$ cat config.mk
export PLATFORM = sky130hd
export DESIGN_NAME = dcte_top
export DESIGN_NICKNAME = d
export VERILOG_FILES = /design/src/rtl/dcte_pkg.sv /design/src/rtl/dcte_top.sv
export SDC_FILE = /design/constraint.sdc
export NUM_CORES = 1
export LEC_CHECK = 0
export ABC_CLOCK_PERIOD_IN_PS = 6800
export BUFFER_PORTS_ARGS = -buffer_cell sky130_fd_sc_hd__buf_4
export CAP_MARGIN = 20
export CORE_UTILIZATION = 45
export DETAILED_ROUTE_END_ITERATION = 10
export HOLD_SLACK_MARGIN = 0.08
export PLACE_DENSITY = 0.72
export SLEW_MARGIN = 20
export SYNTH_ARGS = -nofsm -noshare
export SYNTH_HDL_FRONTEND = slang
export SYNTH_SLANG_ARGS = --single-unit
$ cat constraint.sdc
create_clock -name aclk -period 6.8 [get_ports aclk]
set_input_delay 0.34 -clock aclk [delete_from_list [all_inputs] [get_ports aclk]]
set_output_delay 0.34 -clock aclk [all_outputs]
set_load 0.02 [all_outputs]
$ cat src/rtl/dcte_pkg.sv
// package for the channel termination and error block
package dcte_pkg;
  // register byte addresses
  localparam logic [7:0] ADDR_STATUS = 8'h00;
  localparam logic [7:0] ADDR_ERROR = 8'h04;
  localparam logic [7:0] ADDR_CONTROL = 8'h08;
  localparam logic [7:0] ADDR_CONFIG = 8'h0C;
  localparam logic [7:0] ADDR_MEM_COUNT = 8'h10;
  localparam logic [7:0] ADDR_BASE_COUNT = 8'h14;
  localparam logic [7:0] ADDR_MEM_ADDR = 8'h18;
  localparam logic [7:0] ADDR_DEV_ADDR = 8'h1C;
  localparam logic [7:0] ADDR_BASE_ADDR = 8'h20;
  localparam logic [7:0] ADDR_CHANNEL_CFG = 8'h24;
  // status register bit positions
  localparam int ST_ACT = 0;
  localparam int ST_COC = 1;
  localparam int ST_BTC = 2;
  localparam int ST_NDT = 3;
  localparam int ST_ERR = 4;
  localparam int ST_PCT = 5;
  // control register bit positions
  localparam int CT_STR = 0;
  localparam int CT_CNT = 1;
  localparam int CT_SAB = 2;
  // error register: interrupt enable above the code field
  localparam int ER_IRQ_EN = 5;
  // config register fields
  localparam int CF_EXTREQ = 0;
  localparam int CF_DUAL = 1;
  localparam int CF_CHAIN_LO = 2;
  localparam int CF_PCL_ABORT = 4;
  localparam int CF_DEV8 = 5;
  localparam int CF_SIZE_LO = 6;
  localparam int CF_RSVD = 8;
  localparam logic [31:0] CONFIG_RESET = 32'h0000_0000;
  // chaining modes
  localparam logic [1:0] CHAIN_NONE = 2'h0;
  localparam logic [1:0] CHAIN_RSVD = 2'h1;
  localparam logic [1:0] CHAIN_SEQ = 2'h2;
  localparam logic [1:0] CHAIN_LINK = 2'h3;
  // operand sizes
  localparam logic [1:0] SIZE_BYTE = 2'h0;
  localparam logic [1:0] SIZE_WORD = 2'h1;
  localparam logic [1:0] SIZE_LONG = 2'h2;
  localparam logic [1:0] SIZE_RSVD = 2'h3;
  // error codes
  localparam logic [4:0] EC_NONE = 5'h00;
  localparam logic [4:0] EC_CONFIG = 5'h01;
  localparam logic [4:0] EC_TIMING = 5'h02;
  localparam logic [4:0] EC_ADDRESS = 5'h05;
  localparam logic [4:0] EC_BUS = 5'h09;
  localparam logic [4:0] EC_COUNT = 5'h0D;
  localparam logic [4:0] EC_EXT_ABORT = 5'h10;
  localparam logic [4:0] EC_SW_ABORT = 5'h11;
  localparam logic [1:0] RESP_OKAY = 2'h0;
  localparam logic [1:0] RESP_SLVERR = 2'h2;
  // bus exception code for bus error
  localparam logic [2:0] BEC_BUS_ERROR = 3'h2;
endpackage

$ cat src/rtl/dcte_top.sv
// channel termination and error detection for one dma channel
// Function
// - final outcome of every ended channel recorded in status register
// - done driven from start to end of the final operand when count is one, external request
// - count reaching zero ends channel: active clear, completion set
// - peripheral done with transfer-complete during device access ends channel
// - incoming done accepted only when sampled high on two edges
// - dual address: done in any cycle; 8-bit device finishes whole operand
// - device termination sets completion and device-termination flags
// - done while we drive done ends channel without device-termination flag
// - error sets completion and error flags and writes error code
// - bad configuration at start gives configuration error, no start
// - start with any status flag except PCT set gives operation timing error
// - continue misuse gives operation timing error
// - writes to channel registers other than status, error, control, base count and base address while started or active give timing error
// - chip select or acknowledge while bus master gives address error
// - word access to odd address gives address error before transfer
// - bus error exception code ends channel with bus error
// - zero memory count at start without chaining gives count error
// - block end with continue and zero base count gives count error
// - sequential chaining with zero base count gives count error at start
// - continue or chain loading zero memory count gives count error
// - abort input transition or software abort gives abort error
// - count zero with continue reloads, clears continue, sets block complete
//
// The AXI4-Lite interface to the registers and the address map are this design's own decisions.
`timescale 1ns/1ps
module dcte_top
  import dcte_pkg::*;
(
  input wire logic aclk,
  input wire logic aresetn,
  input wire logic [7:0] s_axi_awaddr,
  input wire logic s_axi_awvalid,
  output logic s_axi_awready,
  input wire logic [31:0] s_axi_wdata,
  input wire logic [3:0] s_axi_wstrb,
  input wire logic s_axi_wvalid,
  output logic s_axi_wready,
  output logic [1:0] s_axi_bresp,
  output logic s_axi_bvalid,
  input wire logic s_axi_bready,
  input wire logic [7:0] s_axi_araddr,
  input wire logic s_axi_arvalid,
  output logic s_axi_arready,
  output logic [31:0] s_axi_rdata,
  output logic [1:0] s_axi_rresp,
  output logic s_axi_rvalid,
  input wire logic s_axi_rready,
  // operand engine events, same clock
  input wire logic op_begin,
  input wire logic op_done,
  input wire logic op_last_dev_cycle,
  input wire logic op_first_cycle,
  input wire logic dev_access,
  input wire logic odd_word_access,
  input wire logic block_load,
  input wire logic [31:0] load_count,
  // pins from outside
  input wire logic done_in,
  input wire logic transfer_complete_signal,
  input wire logic peripheral_control_line,
  input wire logic chip_select,
  input wire logic interrupt_acknowledge,
  input wire logic [2:0] bus_exception,
  input wire logic ready_in,
  input wire logic bus_master,
  output logic done_out,
  output logic channel_active,
  output logic reload_base,
  output logic channel_ready,
  output logic abort_cycle,
  output logic irq_request
);
  typedef struct packed {
    logic [5:0] status;
    logic [4:0] ecode;
    logic cont;
    logic start;
    logic [31:0] cfg;
    logic irq_en;
    logic [31:0] mcount;
    logic [31:0] bcount;
    logic [31:0] maddr;
    logic [31:0] daddr;
    logic [31:0] baddr;
    logic [1:0] done_sync;
    logic done_seen;
    logic [1:0] pcl_sync;
    logic pcl_prev;
    logic [1:0] cs_sync;
    logic [1:0] ia_sync;
    logic [1:0] rdy_sync;
    logic [1:0] dtc_sync;
    logic [2:0] bec_s1;
    logic [2:0] bec_s2;
    logic pend_dev_term;
    logic aw_got;
    logic w_got;
    logic [7:0] awaddr;
    logic [31:0] wdata;
    logic bvalid;
    logic [1:0] bresp;
    logic rvalid;
    logic [31:0] rdata;
    logic [1:0] rresp;
    logic done_drv;
    logic reload;
    logic ready_o;
    logic abort_o;
    logic irq;
  } dcte_state_t;
  dcte_state_t s_q, s_d;
  function automatic logic known_addr(input logic [7:0] a);
    known_addr = (a[1:0] == 2'h0) && (a <= ADDR_CHANNEL_CFG);
  endfunction
  function automatic logic cfg_bad(input logic [31:0] c);
    cfg_bad = (c[CF_CHAIN_LO +: 2] == CHAIN_RSVD) || (c[CF_SIZE_LO +: 2] == SIZE_RSVD)
      || (c[31:CF_RSVD] != 24'h000000)
      // single address cannot split a wide operand for a byte-wide device
      || (c[CF_DEV8] && !c[CF_DUAL] && c[CF_SIZE_LO +: 2] != SIZE_BYTE);
  endfunction
  always_comb
  begin
    logic err;
    logic [4:0] code;
    logic normal_end;
    logic dev_end;
    logic wr_fire;
    logic done_valid;
    logic pcl_fall;
    logic act;
    err = 1'b0;
    code = EC_NONE;
    normal_end = 1'b0;
    dev_end = 1'b0;
    s_d = s_q;
    act = s_q.status[ST_ACT];
    s_d.done_sync = {s_q.done_sync[0], done_in};
    s_d.pcl_sync = {s_q.pcl_sync[0], peripheral_control_line};
    s_d.cs_sync = {s_q.cs_sync[0], chip_select};
    s_d.ia_sync = {s_q.ia_sync[0], interrupt_acknowledge};
    s_d.rdy_sync = {s_q.rdy_sync[0], ready_in};
    s_d.dtc_sync = {s_q.dtc_sync[0], transfer_complete_signal};
    s_d.bec_s1 = bus_exception;
    s_d.bec_s2 = s_q.bec_s1;
    s_d.pcl_prev = s_q.pcl_sync[1];
    // two successive high samples of the synchronised done
    s_d.done_seen = s_q.done_sync[1];
    done_valid = s_q.done_sync[1] && s_q.done_seen;
    pcl_fall = s_q.pcl_prev && !s_q.pcl_sync[1];
    if (pcl_fall)
    begin
      s_d.status[ST_PCT] = 1'b1;
    end
    s_d.ready_o = act && s_q.rdy_sync[1];
    s_d.reload = 1'b0;
    s_d.abort_o = 1'b0;
    // done out from the start of the final operand until its op_done
    if (act && s_q.cfg[CF_EXTREQ] && op_begin && s_q.mcount == 32'h1)
    begin
      s_d.done_drv = 1'b1;
    end
    // device done: any cycle in dual mode, else only with transfer-complete
    if (act && s_q.cfg[CF_EXTREQ] && done_valid && dev_access
      && (s_q.cfg[CF_DUAL] || s_q.dtc_sync[1]))
    begin
      s_d.pend_dev_term = 1'b1;
    end
    if (act && op_done)
    begin
      s_d.mcount = s_q.mcount - 32'h1;
      s_d.maddr = s_q.maddr + 32'h1;
      s_d.daddr = s_q.daddr + 32'h1;
      s_d.done_drv = 1'b0;
      s_d.pend_dev_term = 1'b0;
      if (s_q.mcount == 32'h1)
      begin
        if (s_q.cont)
        begin
          if (s_q.bcount == 32'h0)
          begin
            err = 1'b1;
            code = EC_COUNT;
          end
          else
          begin
            s_d.mcount = s_q.bcount;
            s_d.maddr = s_q.baddr;
            s_d.cont = 1'b0;
            s_d.status[ST_BTC] = 1'b1;
            s_d.reload = 1'b1;
          end
        end
        else
        begin
          normal_end = 1'b1;
        end
      end
      else if (s_q.pend_dev_term)
      begin
        // our own done already out means it is an ordinary end
        dev_end = !s_q.done_drv;
        normal_end = s_q.done_drv;
      end
    end
    if (act && block_load && load_count == 32'h0)
    begin
      err = 1'b1;
      code = EC_COUNT;
    end
    else if (act && block_load)
    begin
      s_d.mcount = load_count;
    end
    if (act && bus_master && (s_q.cs_sync[1] || s_q.ia_sync[1]))
    begin
      err = 1'b1;
      code = EC_ADDRESS;
    end
    if (act && odd_word_access)
    begin
      err = 1'b1;
      code = EC_ADDRESS;
    end
    if (act && s_q.bec_s2 == BEC_BUS_ERROR)
    begin
      err = 1'b1;
      code = EC_BUS;
    end
    if (act && s_q.cfg[CF_PCL_ABORT] && s_q.status[ST_PCT])
    begin
      err = 1'b1;
      code = EC_EXT_ABORT;
    end
    // register writes
    wr_fire = s_q.aw_got && s_q.w_got && !s_q.bvalid;
    if (s_axi_awvalid && !s_q.aw_got)
    begin
      s_d.aw_got = 1'b1;
      s_d.awaddr = s_axi_awaddr;
    end
    if (s_axi_wvalid && !s_q.w_got)
    begin
      s_d.w_got = 1'b1;
      s_d.wdata = s_axi_wdata;
    end
    if (wr_fire)
    begin
      s_d.aw_got = 1'b0;
      s_d.w_got = 1'b0;
      s_d.bvalid = 1'b1;
      s_d.bresp = known_addr(s_q.awaddr) ? RESP_OKAY : RESP_SLVERR;
      case (s_q.awaddr)
        ADDR_STATUS:
        begin
          // write one to clear; error code goes with the error flag
          // bits set by hardware in this same cycle survive the clear
          s_d.status[5:1] = (s_q.status[5:1] & ~s_q.wdata[5:1]) | (s_d.status[5:1] & ~s_q.status[5:1]);
          if (s_q.wdata[ST_ERR])
          begin
            s_d.ecode = EC_NONE;
          end
        end
        ADDR_CONTROL:
        begin
          if (s_q.wdata[CT_SAB] && (act || s_q.start))
          begin
            err = 1'b1;
            code = EC_SW_ABORT;
          end
          else if (s_q.wdata[CT_CNT] && (!s_q.wdata[CT_STR] && !act || act && s_q.status[ST_BTC]))
          begin
            err = 1'b1;
            code = EC_TIMING;
          end
          else if (s_q.wdata[CT_STR])
          begin
            if (act || s_q.status[4:1] != 4'h0)
            begin
              err = 1'b1;
              code = EC_TIMING;
            end
            else if (cfg_bad(s_q.cfg))
            begin
              err = 1'b1;
              code = EC_CONFIG;
            end
            else if (s_q.cfg[CF_CHAIN_LO +: 2] == CHAIN_NONE && s_q.mcount == 32'h0)
            begin
              err = 1'b1;
              code = EC_COUNT;
            end
            else if (s_q.cfg[CF_CHAIN_LO +: 2] == CHAIN_SEQ && s_q.bcount == 32'h0)
            begin
              err = 1'b1;
              code = EC_COUNT;
            end
            else if (s_q.cfg[CF_CHAIN_LO +: 2] != CHAIN_NONE && s_q.baddr[0])
            begin
              err = 1'b1;
              code = EC_ADDRESS;
            end
            else
            begin
              s_d.status[ST_ACT] = 1'b1;
              s_d.cont = s_q.wdata[CT_CNT];
            end
          end
          else if (s_q.wdata[CT_CNT])
          begin
            s_d.cont = 1'b1;
          end
        end
        ADDR_ERROR:
        begin
          s_d.irq_en = s_q.wdata[ER_IRQ_EN];
        end
        default:
        begin
          // base registers stay writable: continue mode reloads them mid-run
          if (known_addr(s_q.awaddr) && s_q.awaddr != ADDR_BASE_COUNT && s_q.awaddr != ADDR_BASE_ADDR
            && (act || s_q.start))
          begin
            err = 1'b1;
            code = EC_TIMING;
          end
          else if (!(act && bus_master && (s_q.cs_sync[1] || s_q.ia_sync[1])))
          begin
            case (s_q.awaddr)
              ADDR_CONFIG: s_d.cfg = s_q.wdata;
              ADDR_MEM_COUNT: s_d.mcount = s_q.wdata;
              ADDR_BASE_COUNT: s_d.bcount = s_q.wdata;
              ADDR_MEM_ADDR: s_d.maddr = s_q.wdata;
              ADDR_DEV_ADDR: s_d.daddr = s_q.wdata;
              ADDR_BASE_ADDR: s_d.baddr = s_q.wdata;
              default: s_d.cfg = s_d.cfg;
            endcase
          end
        end
      endcase
    end
    if (s_q.bvalid && s_axi_bready)
    begin
      s_d.bvalid = 1'b0;
    end
    // end of channel: hardware sets win over same-cycle clears
    if (err)
    begin
      s_d.status[ST_ACT] = 1'b0;
      s_d.status[ST_COC] = 1'b1;
      s_d.status[ST_ERR] = 1'b1;
      s_d.ecode = code;
      s_d.abort_o = act;
      s_d.done_drv = 1'b0;
      s_d.pend_dev_term = 1'b0;
    end
    else if (normal_end || dev_end)
    begin
      s_d.status[ST_ACT] = 1'b0;
      s_d.status[ST_COC] = 1'b1;
      if (dev_end)
      begin
        s_d.status[ST_NDT] = 1'b1;
      end
    end
    s_d.irq = s_q.irq_en && (s_d.status[ST_COC] || s_d.status[ST_BTC]);
    // reads
    if (s_axi_arvalid && !s_q.rvalid)
    begin
      s_d.rvalid = 1'b1;
      s_d.rresp = known_addr(s_axi_araddr) ? RESP_OKAY : RESP_SLVERR;
      case (s_axi_araddr)
        ADDR_STATUS: s_d.rdata = {26'h0, s_q.status};
        ADDR_ERROR: s_d.rdata = {26'h0, s_q.irq_en, s_q.ecode};
        ADDR_CONTROL: s_d.rdata = {29'h0, 1'b0, s_q.cont, s_q.start};
        ADDR_CONFIG: s_d.rdata = s_q.cfg;
        ADDR_MEM_COUNT: s_d.rdata = s_q.mcount;
        ADDR_BASE_COUNT: s_d.rdata = s_q.bcount;
        ADDR_MEM_ADDR: s_d.rdata = s_q.maddr;
        ADDR_DEV_ADDR: s_d.rdata = s_q.daddr;
        ADDR_BASE_ADDR: s_d.rdata = s_q.baddr;
        default: s_d.rdata = 32'h0000_0000;
      endcase
    end
    else if (s_q.rvalid && s_axi_rready)
    begin
      s_d.rvalid = 1'b0;
    end
    s_d.start = s_d.status[ST_ACT];
  end
  always_ff @(posedge aclk)
  begin
    if (!aresetn)
    begin
      s_q <= '0;
    end
    else
    begin
      s_q <= s_d;
    end
  end
  assign s_axi_awready = !s_q.aw_got;
  assign s_axi_wready = !s_q.w_got;
  assign s_axi_bvalid = s_q.bvalid;
  assign s_axi_bresp = s_q.bresp;
  assign s_axi_arready = !s_q.rvalid;
  assign s_axi_rvalid = s_q.rvalid;
  assign s_axi_rdata = s_q.rdata;
  assign s_axi_rresp = s_q.rresp;
  assign done_out = s_q.done_drv;
  assign channel_active = s_q.status[ST_ACT];
  assign reload_base = s_q.reload;
  assign channel_ready = s_q.ready_o;
  assign abort_cycle = s_q.abort_o;
  assign irq_request = s_q.irq;
endmodule // dcte_top

# ---- After elaboration in Yosys (flattened, before gate mapping)
# Index checks and enable logic that the tools add are counted.
dict set report word_totals {
  regBits 312
  latchBits 0
  ram_bits 0
  rom_bits 0
  in_bits 108
  out_inout_bits 47
  n_memories 0
}
dict set report op_classes {
  addsub 3
  n_mul 0
  n_div 0
  magnitude_cmp 2
  eq_ne 23
  n_shift 0
  muxes 109
  bitwise_logic 9
  n_reduce_logical 88
}
# cell count
set op_table {}
lappend op_table {{$mux 160} 4}
lappend op_table {{$mux 32} 14}
lappend op_table {{$pmux 32 s9} 1}
lappend op_table {{$logic_not 32->1} 3}
lappend op_table {{$mux 5} 19}
lappend op_table {{$add 32x1->32 const B} 2}
lappend op_table {{$eq 8x5->1 const B} 8}
lappend op_table {{$mux 64} 1}
lappend op_table {{$mux 1} 59}
lappend op_table {{$logic_and 1x1->1} 40}
lappend op_table {{$eq 32x1->1 const B} 1}
lappend op_table {{$eq 8x4->1 const B} 4}
lappend op_table {{$sub 32x1->32 const B} 1}
lappend op_table {{$reduce_bool 24->1} 1}
lappend op_table {{$eq 8x3->1 const B} 2}
lappend op_table {{$eq 8x6->1 const B} 2}
lappend op_table {{$le 8x6->1 const B} 2}
lappend op_table {{$logic_not 8->1} 2}
lappend op_table {{$mux 4} 4}
lappend op_table {{$reduce_and 5->1} 3}
lappend op_table {{$mux 12} 1}
lappend op_table {{$reduce_bool 2->1} 6}
lappend op_table {{$and 5x5->5} 2}
lappend op_table {{$logic_or 1x1->1} 10}
lappend op_table {{other kinds (19)} 42}

# ---- Logic depth before layout (Yosys ltp)
# Gate-level depths: netlist of run 1.
dict set report logic_depth {
  word_depth 23
  depth_mapped 11
}

# ---- Worst setup path before layout of run 1
# OpenSTA, ideal clock, no wires.
dict set report synth_timing {
  kind {reg-to-reg}
  from {reg s_q (netlist bit channel_active)}
  to {reg s_q[169] in the netlist's numbering}
  t_arrival_ns 2.212
  path_slack_ns 4.502
  stages_incl_launch_ff 9
  synth_period_minus_slack_ns 2.298
  path_cell_list {dfxtp_1 -> nand2_1 -> nor3_1 -> and2_1 -> buf_2 -> nand4_2 -> or4_1 -> xor2_1 -> a211oi_1}
}
dict set report synth_between {
  elab_chain_cells 7
}
# item line_no
set synth_rtl {}
lappend synth_rtl {{from (decl)} dcte_top.sv:113} ;# dcte_state_t s_q, s_d;
lappend synth_rtl {{from (signal assigned)} dcte_top.sv:396} ;# s_q <= '0;
lappend synth_rtl {{from (signal assigned)} dcte_top.sv:400} ;# s_q <= s_d;
lappend synth_rtl {{$logic_and 1x1->1} dcte_top.sv:170} ;# if (act && op_done)
lappend synth_rtl {{$mux 64} dcte_top.sv:170}
lappend synth_rtl {{$mux 32} dcte_top.sv:330} ;# case (s_q.awaddr)
lappend synth_rtl {{$mux 160} dcte_top.sv:328} ;# else if (!(act && bus_master && (s_q.cs_sync[1] || s_q.ia_sync[1])))
lappend synth_rtl {{$mux 160} dcte_top.sv:322} ;# if (known_addr(s_q.awaddr) && s_q.awaddr != ADDR_BASE_COUNT && s_q.awaddr != ADDR_BASE_ADDR
lappend synth_rtl {{$mux 160} dcte_top.sv:254} ;# case (s_q.awaddr)
lappend synth_rtl {{$mux 160 (*)} dcte_top.sv:248} ;# if (wr_fire)
# Every way passes the cells marked *; elsewhere a longest branch is shown, timed or not.
# A chain may end at the register's enable or synchronous reset.

# ---- Final worst setup path of run 1
dict set report layout_timing {
  from {reg s_q[77] in the netlist's numbering}
  to {reg s_q[162] in the netlist's numbering}
}
dict set report layout_between {
  elab_chain_cells 8
}
# item line_no
set layout_rtl {}
lappend layout_rtl {{$le 8x6->1} dcte_top.sv:115} ;# known_addr = (a[1:0] == 2'h0) && (a <= ADDR_CHANNEL_CFG);
lappend layout_rtl {{$logic_and 1x1->1} dcte_top.sv:115}
lappend layout_rtl {{$logic_and 1x1->1 (2 in series)} dcte_top.sv:322}
lappend layout_rtl {{$logic_and 1x1->1} dcte_top.sv:323} ;# && (act || s_q.start))
lappend layout_rtl {{$mux 160} dcte_top.sv:322}
lappend layout_rtl {{$mux 160 (*)} dcte_top.sv:254}
lappend layout_rtl {{$mux 160 (*)} dcte_top.sv:248}
# Marked as above.

==> qor.csv, run 1 <==
stage;metric;value;unit
detailed_routing;ant_nets;0;
synth;synth_edf_count;0;
setup_path;worst-path-max-fanout;45;
synth;async_reset_ff_frac;0;
timing;drv_slew;0;
clock_network;h-tree-depth;2;
timing;post-route-period-util;0.503;
die;fp.dieW;190;µm
layout;largest_reg_flops;256;
setup_path;crit_required;7.15;ns
hold_path;whs_endpoint;s_q[56]$_SDFFE_PN0P_;
die;ios;155;
grt;grt_max_degree;103;
synth;yosys_register_bits;309;
status;status;finished clean;
die;coreArea;34700;µm²
setup_path;start_kind;register;
die;fp.dieH;190;µm
setup_path;r2r_start;s_q[77]$_SDFFE_PN0P_;
placement;gp_congestion;0.999;
run;maxCapViolations;0;
clock_network;ctsHoldBuffers;51;
hold_path;hold_class;input port to register;
synth;synth.distinct_cells;89;
layout;regMostFlops;s_q;
clock_network;postCtsSetupBuffers;0;
timing;fin_tns_setup;0;ns
detailed_routing;vias;16317;
timing;finClkSkew;0.0254;ns
placement;dp_hpwl;39.2;mm
clock_network;path_clk_slew;0.06;ns
detailed_routing;drt_iter0_markers;2233;
clock_network;cts.sinks;309;
pwr;powerDensity;220;nW/µm²
setup_path;endpoint_kind;register;
synth;synth_ff_type;dfxtp_1;
clock_network;cts-resized-gates;0;
timing;whs;0.0779;ns
placement;pre_cts_ws;3.48;ns
grt;antenna_found_initial;1;
layout;layout-drive-gt1-share;0.136;
detailed_routing;first_pass_iters;7;
detailed_routing;vias_per_cell;6.32;
clock_network;cts_tree;built;
pwr;max-vdd-ir-drop;0.148;mV
placement;io_buffers;146;
placement;dpl_cell_area;16900;µm²
setup_path;crit_type;register to register;
timing;rsz0062_at_grt;no;
clock_network;cts_buffer_depth;3;
timing;fmax;292;MHz
detailed_routing;drc;0;
timing;setup_viol;0;
synth;synthesis.area;15900;µm²
setup_path;rr_endpoint;s_q[162]$_SDFF_PN0_;
setup_path;rrSetupSlack;3.38;ns
hold_path;worstHoldStart;s_axi_wdata[13];
timing;fin_ws;3.38;ns
setup_path;arrival;3.77;ns
layout;fin_nets;2217;
setup_path;max_stage_delay;1.11;ns
clock_network;clk_latency;0.54;ns
pwr;p_leak;6.67;nW
layout;area_growth;17.1;%
synth;synth_warnings;0;
timing;worstMarginPinSlew;1.13;ns
grt;grt_first_pass_wirelength;87.5;mm
synth;synth-seq-area-share;0.388;
clock_network;cts-root-buf;clkbuf_16;
hold_path;hold_depth;3;
synth;syn_inst;2037;
die;initial_core_util;0.459;
clock_network;numCtsBuffers;35;
layout;post-route-cell-area;18700;µm²
detailed_routing;postRouteWirelength;57.1;mm
setup_path;r2r_cells;7;
timing;relSlewSlack;0.246;
die;die_area;36200;µm²
grt;grt_pass1_vias;14985;
synth;synth_area_per_cell;7.82;µm²
timing;min_period;3.42;ns
setup_path;critPathSlowestCell;or4_2;
grt;grtUsageTotal;0.310;
detailed_routing;route.detailed.wl_per_inst;22.1;µm
setup_path;worstPathCellList;nand2_1 > a311o_1 > a21oi_2 > nand3_1 > or4_2 > o21ai_1 > a21oi_1;
grt;overflow;0;
timing;finalHoldViolCount;0;
layout;n_fill_cell;3223;
die;core.rowCount;68;
## kinds of logic after synthesis
kind of cell / share of synthesized area
AND/OR/NAND/NOR: 0.226
AO/OA/AOI/OAI: 0.271
flip-flops: 0.388
buffers and inverters: 0.0629
multiplexers: 0.0298
XOR/XNOR: 0.0181
adder cells (fa/ha/maj): 0.00393
other: 0.000235
## where the power goes
part           switching [W]  leakage, nW  internal (W)
registers          0.0000532         2.50       0.00183
logic               0.000132         3.58     0.0000991
clock network       0.000786        0.593       0.00120
total               0.000972         6.67       0.00313
## critical path: cells and delay by family (launching register included)
| family | cells | cell delay (ns) |
|---|---|---|
| AND/OR/NAND/NOR | 3 | 1.54 |
| AO/OA/AOI/OAI | 4 | 1.12 |
| flip-flops | 1 | 0.56 |
## placed cells by master, fill, tap and decap left out, types with 7 or more instances in the layout
| cell type | count |
|---|---|
| dfxtp_1 | 309 |
| nand2_1 | 283 |
| a21oi_1 | 249 |
| nor2_1 | 191 |
| buf_4 | 167 |
| a22oi_1 | 107 |
| o21ai_0 | 83 |
| dlygate4sd3_1 | 51 |
| nand3_1 | 46 |
| mux2i_1 | 43 |
| a31oi_1 | 42 |
| and2_1 | 38 |
| clkbuf_16 | 37 |
| o22ai_1 | 34 |
| nor4_1 | 31 |
| nor3_1 | 29 |
| nand4_1 | 29 |
| inv_1 | 26 |
| xnor2_1 | 22 |
| and3_1 | 17 |
| o21ai_1 | 16 |
| a211oi_2 | 16 |
| o21a_1 | 13 |
| xor2_1 | 11 |
| nand2b_1 | 10 |
| o211ai_1 | 10 |
| nor4b_1 | 10 |
| clkbuf_8 | 9 |
| a211oi_1 | 8 |
| nor3b_1 | 7 |
| and4_1 | 7 |
| o31ai_1 | 7 |
| a31o_2 | 7 |
| a221oi_1 | 7 |
## area by class of cell
type                       instances  area, µm²  share of cell area
antenna                            1       2.50            0.000134
clock buffer                      49       1060              0.0569
sequential                       309       6190               0.332
tap                              455        569              0.0305
timing repair buffer             218       1760              0.0946
multi-input combinational       1513       8830               0.473
inverter                          27        106             0.00570
clock inverter                    11        141             0.00758
## metrics by stage
step / total power (W) / util / std cells
global placement: 0.00212 / 0.488 / 2471
finish: 0.00411 / 0.537 / 2583
floorplan: 0.00201 / - / 2038
detailed placement: 0.00213 / 0.488 / 2471
global route: 0.00421 / 0.537 / 2582
CTS: 0.00411 / 0.537 / 2582
## cells in the mapped netlist (13+ instances only)
cell	count	area [µm²]
clkbuf_1	125	469
nand3_1	46	230
o21ai_1	17	85.1
a31oi_1	42	263
nor3_1	31	155
nor4_1	31	194
buf_4	37	278
a21oi_1	249	1250
o21ai_0	83	415
and2_1	39	244
nand4_1	29	181
mux2i_1	43	430
xnor2_1	22	193
o22ai_1	34	213
nor2_1	197	739
buf_2	18	90.1
a211oi_2	16	200
and3_1	17	106
dfxtp_1	309	6190
o21a_1	13	97.6
a22oi_1	107	803
nand2_1	286	1070
inv_1	26	97.6
## how the worst max path moves through the flow
stage / from / to / slack [ns] / cells after the start
floorplan: channel_active$_SDFFE_PP0P_ / s_q[169]$_SDFF_PN0_ / 4.50 / 8
global placement: s_q[77]$_SDFFE_PN0P_ / s_q[163]$_SDFF_PN0_ / 3.61 / 7
detailed placement: s_q[77]$_SDFFE_PN0P_ / s_q[140]$_SDFF_PN0_ / 3.48 / 7
CTS: s_q[77]$_SDFFE_PN0P_ / s_q[140]$_SDFF_PN0_ / 3.46 / 7
global route: s_q[77]$_SDFFE_PN0P_ / s_q[161]$_SDFF_PN0_ / 3.17 / 7
finish: s_q[77]$_SDFFE_PN0P_ / s_q[162]$_SDFF_PN0_ / 3.38 / 7
## routing by layer
metal,GRT usage,vias up,routed length (µm)
met4,0.109,0,1910
met5,0,-,0
li1,-,7494,-
met2,0.457,1042,24100
met3,0.0587,140,7560
met1,0.448,7641,23500
Note: power is estimated with default switching activity, not from simulation.
==> run 2, diff against run 1 <==
- ABC_CLOCK_PERIOD_IN_PS: 6800 -> 3000
- PLACE_DENSITY: 0.72 -> 0.75
- clock period: 6.8 -> 3 ns (I/O delays scaled with it)
==> qor.csv, run 2 (synthesis results as in run 1) <==
stage;metric;value;unit;change
setup_path;critPathBufInv;2;;was 0
detailed_routing;route.detailed.wl_per_inst;22.4;µm;was 22.1 µm
die;core.rowCount;68;;unchanged
pwr;powerDensity;473;nW/µm²;was 220 nW/µm²
die;die_area;36200;µm²;unchanged
placement;dp_hpwl;41.1;mm;was 39.2 mm
grt;use_met2;0.484;;was 0.457
setup_path;rr_endpoint;s_q[170]$_SDFF_PN0_;;was s_q[162]$_SDFF_PN0_
grt;grt_use_met1;0.452;;was 0.448
clock_network;cts.sinks;309;;unchanged
clock_network;h-tree-depth;2;;unchanged
setup_path;worst-path-max-fanout;14;;was 45
die;fp.dieW;190;µm;unchanged
clock_network;numCtsBuffers;35;;unchanged
setup_path;r2r_start;s_q[241]$_SDFF_PN0_;;was s_q[77]$_SDFFE_PN0P_
grt;antenna_found_initial;0;;was 1
placement;io_buffers;146;;unchanged
status;status;finished clean;;unchanged
timing;fmax;346;MHz;
clock_network;cts_buffer_depth;3;;unchanged
timing;drv_slew;0;;unchanged
setup_path;worstPathCellList;dlygate4sd3_1 > buf_4 > nor4_1 > nand4_1 > o311a_1 > nor2_1 > nand2_1 > o32ai_1;;was nand2_1 > a311o_1 > a21oi_2 > nand3_1 > or4_2 > o21ai_1 > a21oi_1
run;maxCapViolations;0;;unchanged
pwr;max-vdd-ir-drop;0.394;mV;was 0.148 mV
timing;min_period;2.89;ns;
setup_path;r2r_cells;8;;was 7
timing;relSlewSlack;0.291;;was 0.246
grt;grt_pass1_vias;15547;;was 14,985
pwr;p_leak;7.03;nW;was 6.67 nW
timing;worstMarginPinSlew;1.06;ns;was 1.13 ns
timing;fin_tns_setup;0;ns;unchanged
clock_network;postCtsSetupBuffers;0;;unchanged
grt;grt_max_degree;97;;was 103
setup_path;max_stage_delay;0.58;ns;was 1.11 ns
hold_path;worstHoldStart;dev_access;;was s_axi_wdata[13]
layout;diodes;0;;was 1
hold_path;whs_endpoint;s_q[85]$_SDFFE_PP0P_;;was s_q[56]$_SDFFE_PN0P_
hold_path;hold_depth;4;;was 3
setup_path;crit_family;simple AND/OR/NAND/NOR gates;;unchanged
grt;grt_use_met3;0.0766;;was 0.0587
timing;fin_ws;0.106;ns;was 3.38 ns
pwr;power;0.00916;W;was 0.00411 W
detailed_routing;first_pass_iters;7;;unchanged
detailed_routing;drt_iter0_markers;2415;;was 2,233
clock_network;cts-root-buf;clkbuf_16;;unchanged
layout;regMostFlops;s_q;;unchanged
detailed_routing;ant_nets;0;;unchanged
die;coreArea;34700;µm²;unchanged
setup_path;crit_type;input port to register;;was register to register
timing;finClkSkew;0.0149;ns;was 0.0254 ns
timing;whs;0.126;ns;was 0.0779 ns
grt;grt_first_pass_wirelength;91.4;mm;was 87.5 mm
detailed_routing;postRouteWirelength;59.8;mm;was 57.1 mm
layout;largest_reg_flops;256;;unchanged
timing;finalHoldViolCount;0;;unchanged
clock_network;path_clk_slew;0.06;ns;about the same
setup_path;rrSetupSlack;0.16;ns;was 3.38 ns
setup_path;arrival;3.31;ns;was 3.77 ns
die;initial_core_util;0.459;;unchanged
grt;grtUsageTotal;0.325;;was 0.310
detailed_routing;vias;16787;;was 16,317
timing;rsz0062_at_grt;no;;unchanged
placement;pre_cts_ws;0.167;ns;was 3.48 ns
layout;layout_commonest_cell;dfxtp_1;;unchanged
hold_path;hold_class;input port to register;;unchanged
grt;overflow;0;;unchanged
setup_path;endpoint_kind;register;;unchanged
layout;fin_nets;2301;;was 2,217
clock_network;clk_latency;0.52;ns;was 0.54 ns
die;fp.dieH;190;µm;unchanged
layout;area_growth;21.5;%;was 17.1%
grt;busiest_layer;met2;;unchanged
setup_path;critPathSlowestCell;o311a_1;;was or4_2
clock_network;cts_tree;built;;unchanged
timing;post-route-period-util;0.965;;
detailed_routing;vias_per_cell;6.30;;was 6.32
timing;setup_viol;0;;unchanged
layout;post-route-cell-area;19300;µm²;was 18,700 µm²
die;ios;155;;unchanged
placement;dpl_cell_area;17300;µm²;was 16,900 µm²
layout;final_cell_mix;dfxtp_1, nand2_1, a21oi_1;;unchanged
layout;layout-drive-gt1-share;0.150;;was 0.136
placement;gp_congestion;0.985;;was 0.999
setup_path;crit_required;3.42;ns;was 7.15 ns
detailed_routing;drc;0;;unchanged
setup_path;start_kind;input port;;was register
run 2: final cells by class:
| type | count | area [µm²] |
|---|---|---|
| multi-input combinational | 1513 | 8810 |
| timing repair buffer | 302 | 2550 |
| clock inverter | 8 | 71.3 |
| tap | 455 | 569 |
| inverter | 27 | 106 |
| clock buffer | 51 | 1060 |
| sequential | 309 | 6190 |
| fill | 3187 | 15400 |
run 2: tightest hold or removal path, stage by stage:
cell      delay (ns)
buf_4           0.08
nand4_1         0.10
nor2_1          0.12
o2111a_1        0.17
run 2: timing repair:
item	4_1_cts	5_1_grt
setup endpoints to repair	0	26
endpoints found under the hold margin	87	0
gates resized for setup	0	1
hold buffers	89	0
run 2: power by group:
part	internal [W]	total [W]	switching (W)
clock network	0.00253	0.00428	0.00176
logic	0.000271	0.000603	0.000332
registers	0.00416	0.00427	0.000114
total	0.00695	0.00916	0.00220
run 2: how the worst max path moves through the flow:
stage / startpoint / depth (start not counted) / end / slack, ns
CTS: s_q[78]$_SDFFE_PN0P_ / 8 / s_q[145]$_SDFF_PN0_ / 0.15
floorplan: channel_active$_SDFFE_PP0P_ / 8 / s_q[169]$_SDFF_PN0_ / 0.70
global placement: s_q[78]$_SDFFE_PN0P_ / 8 / s_q[151]$_SDFF_PN0_ / 0.26
detailed placement: s_q[78]$_SDFFE_PN0P_ / 8 / s_q[145]$_SDFF_PN0_ / 0.17
finish: load_count[0] / 8 / s_q[249]$_SDFF_PN0_ / 0.11
global route: load_count[0] / 8 / s_q[260]$_SDFF_PN0_ / 0.05
run 2: metal layers:
layer / part of all wire / vias up
met5: 0 / -
met1: 0.40 / 7863
met4: 0.036 / 0
met2: 0.43 / 1116
li1: - / 7657
met3: 0.14 / 151
run 2: per-stage QoR:
step                       util  cells
final                     0.557   2665
after global routing      0.557   2665
after CTS                 0.557   2665
after detailed placement  0.499   2517
after global placement    0.499   2516
after floorplan               -   2038
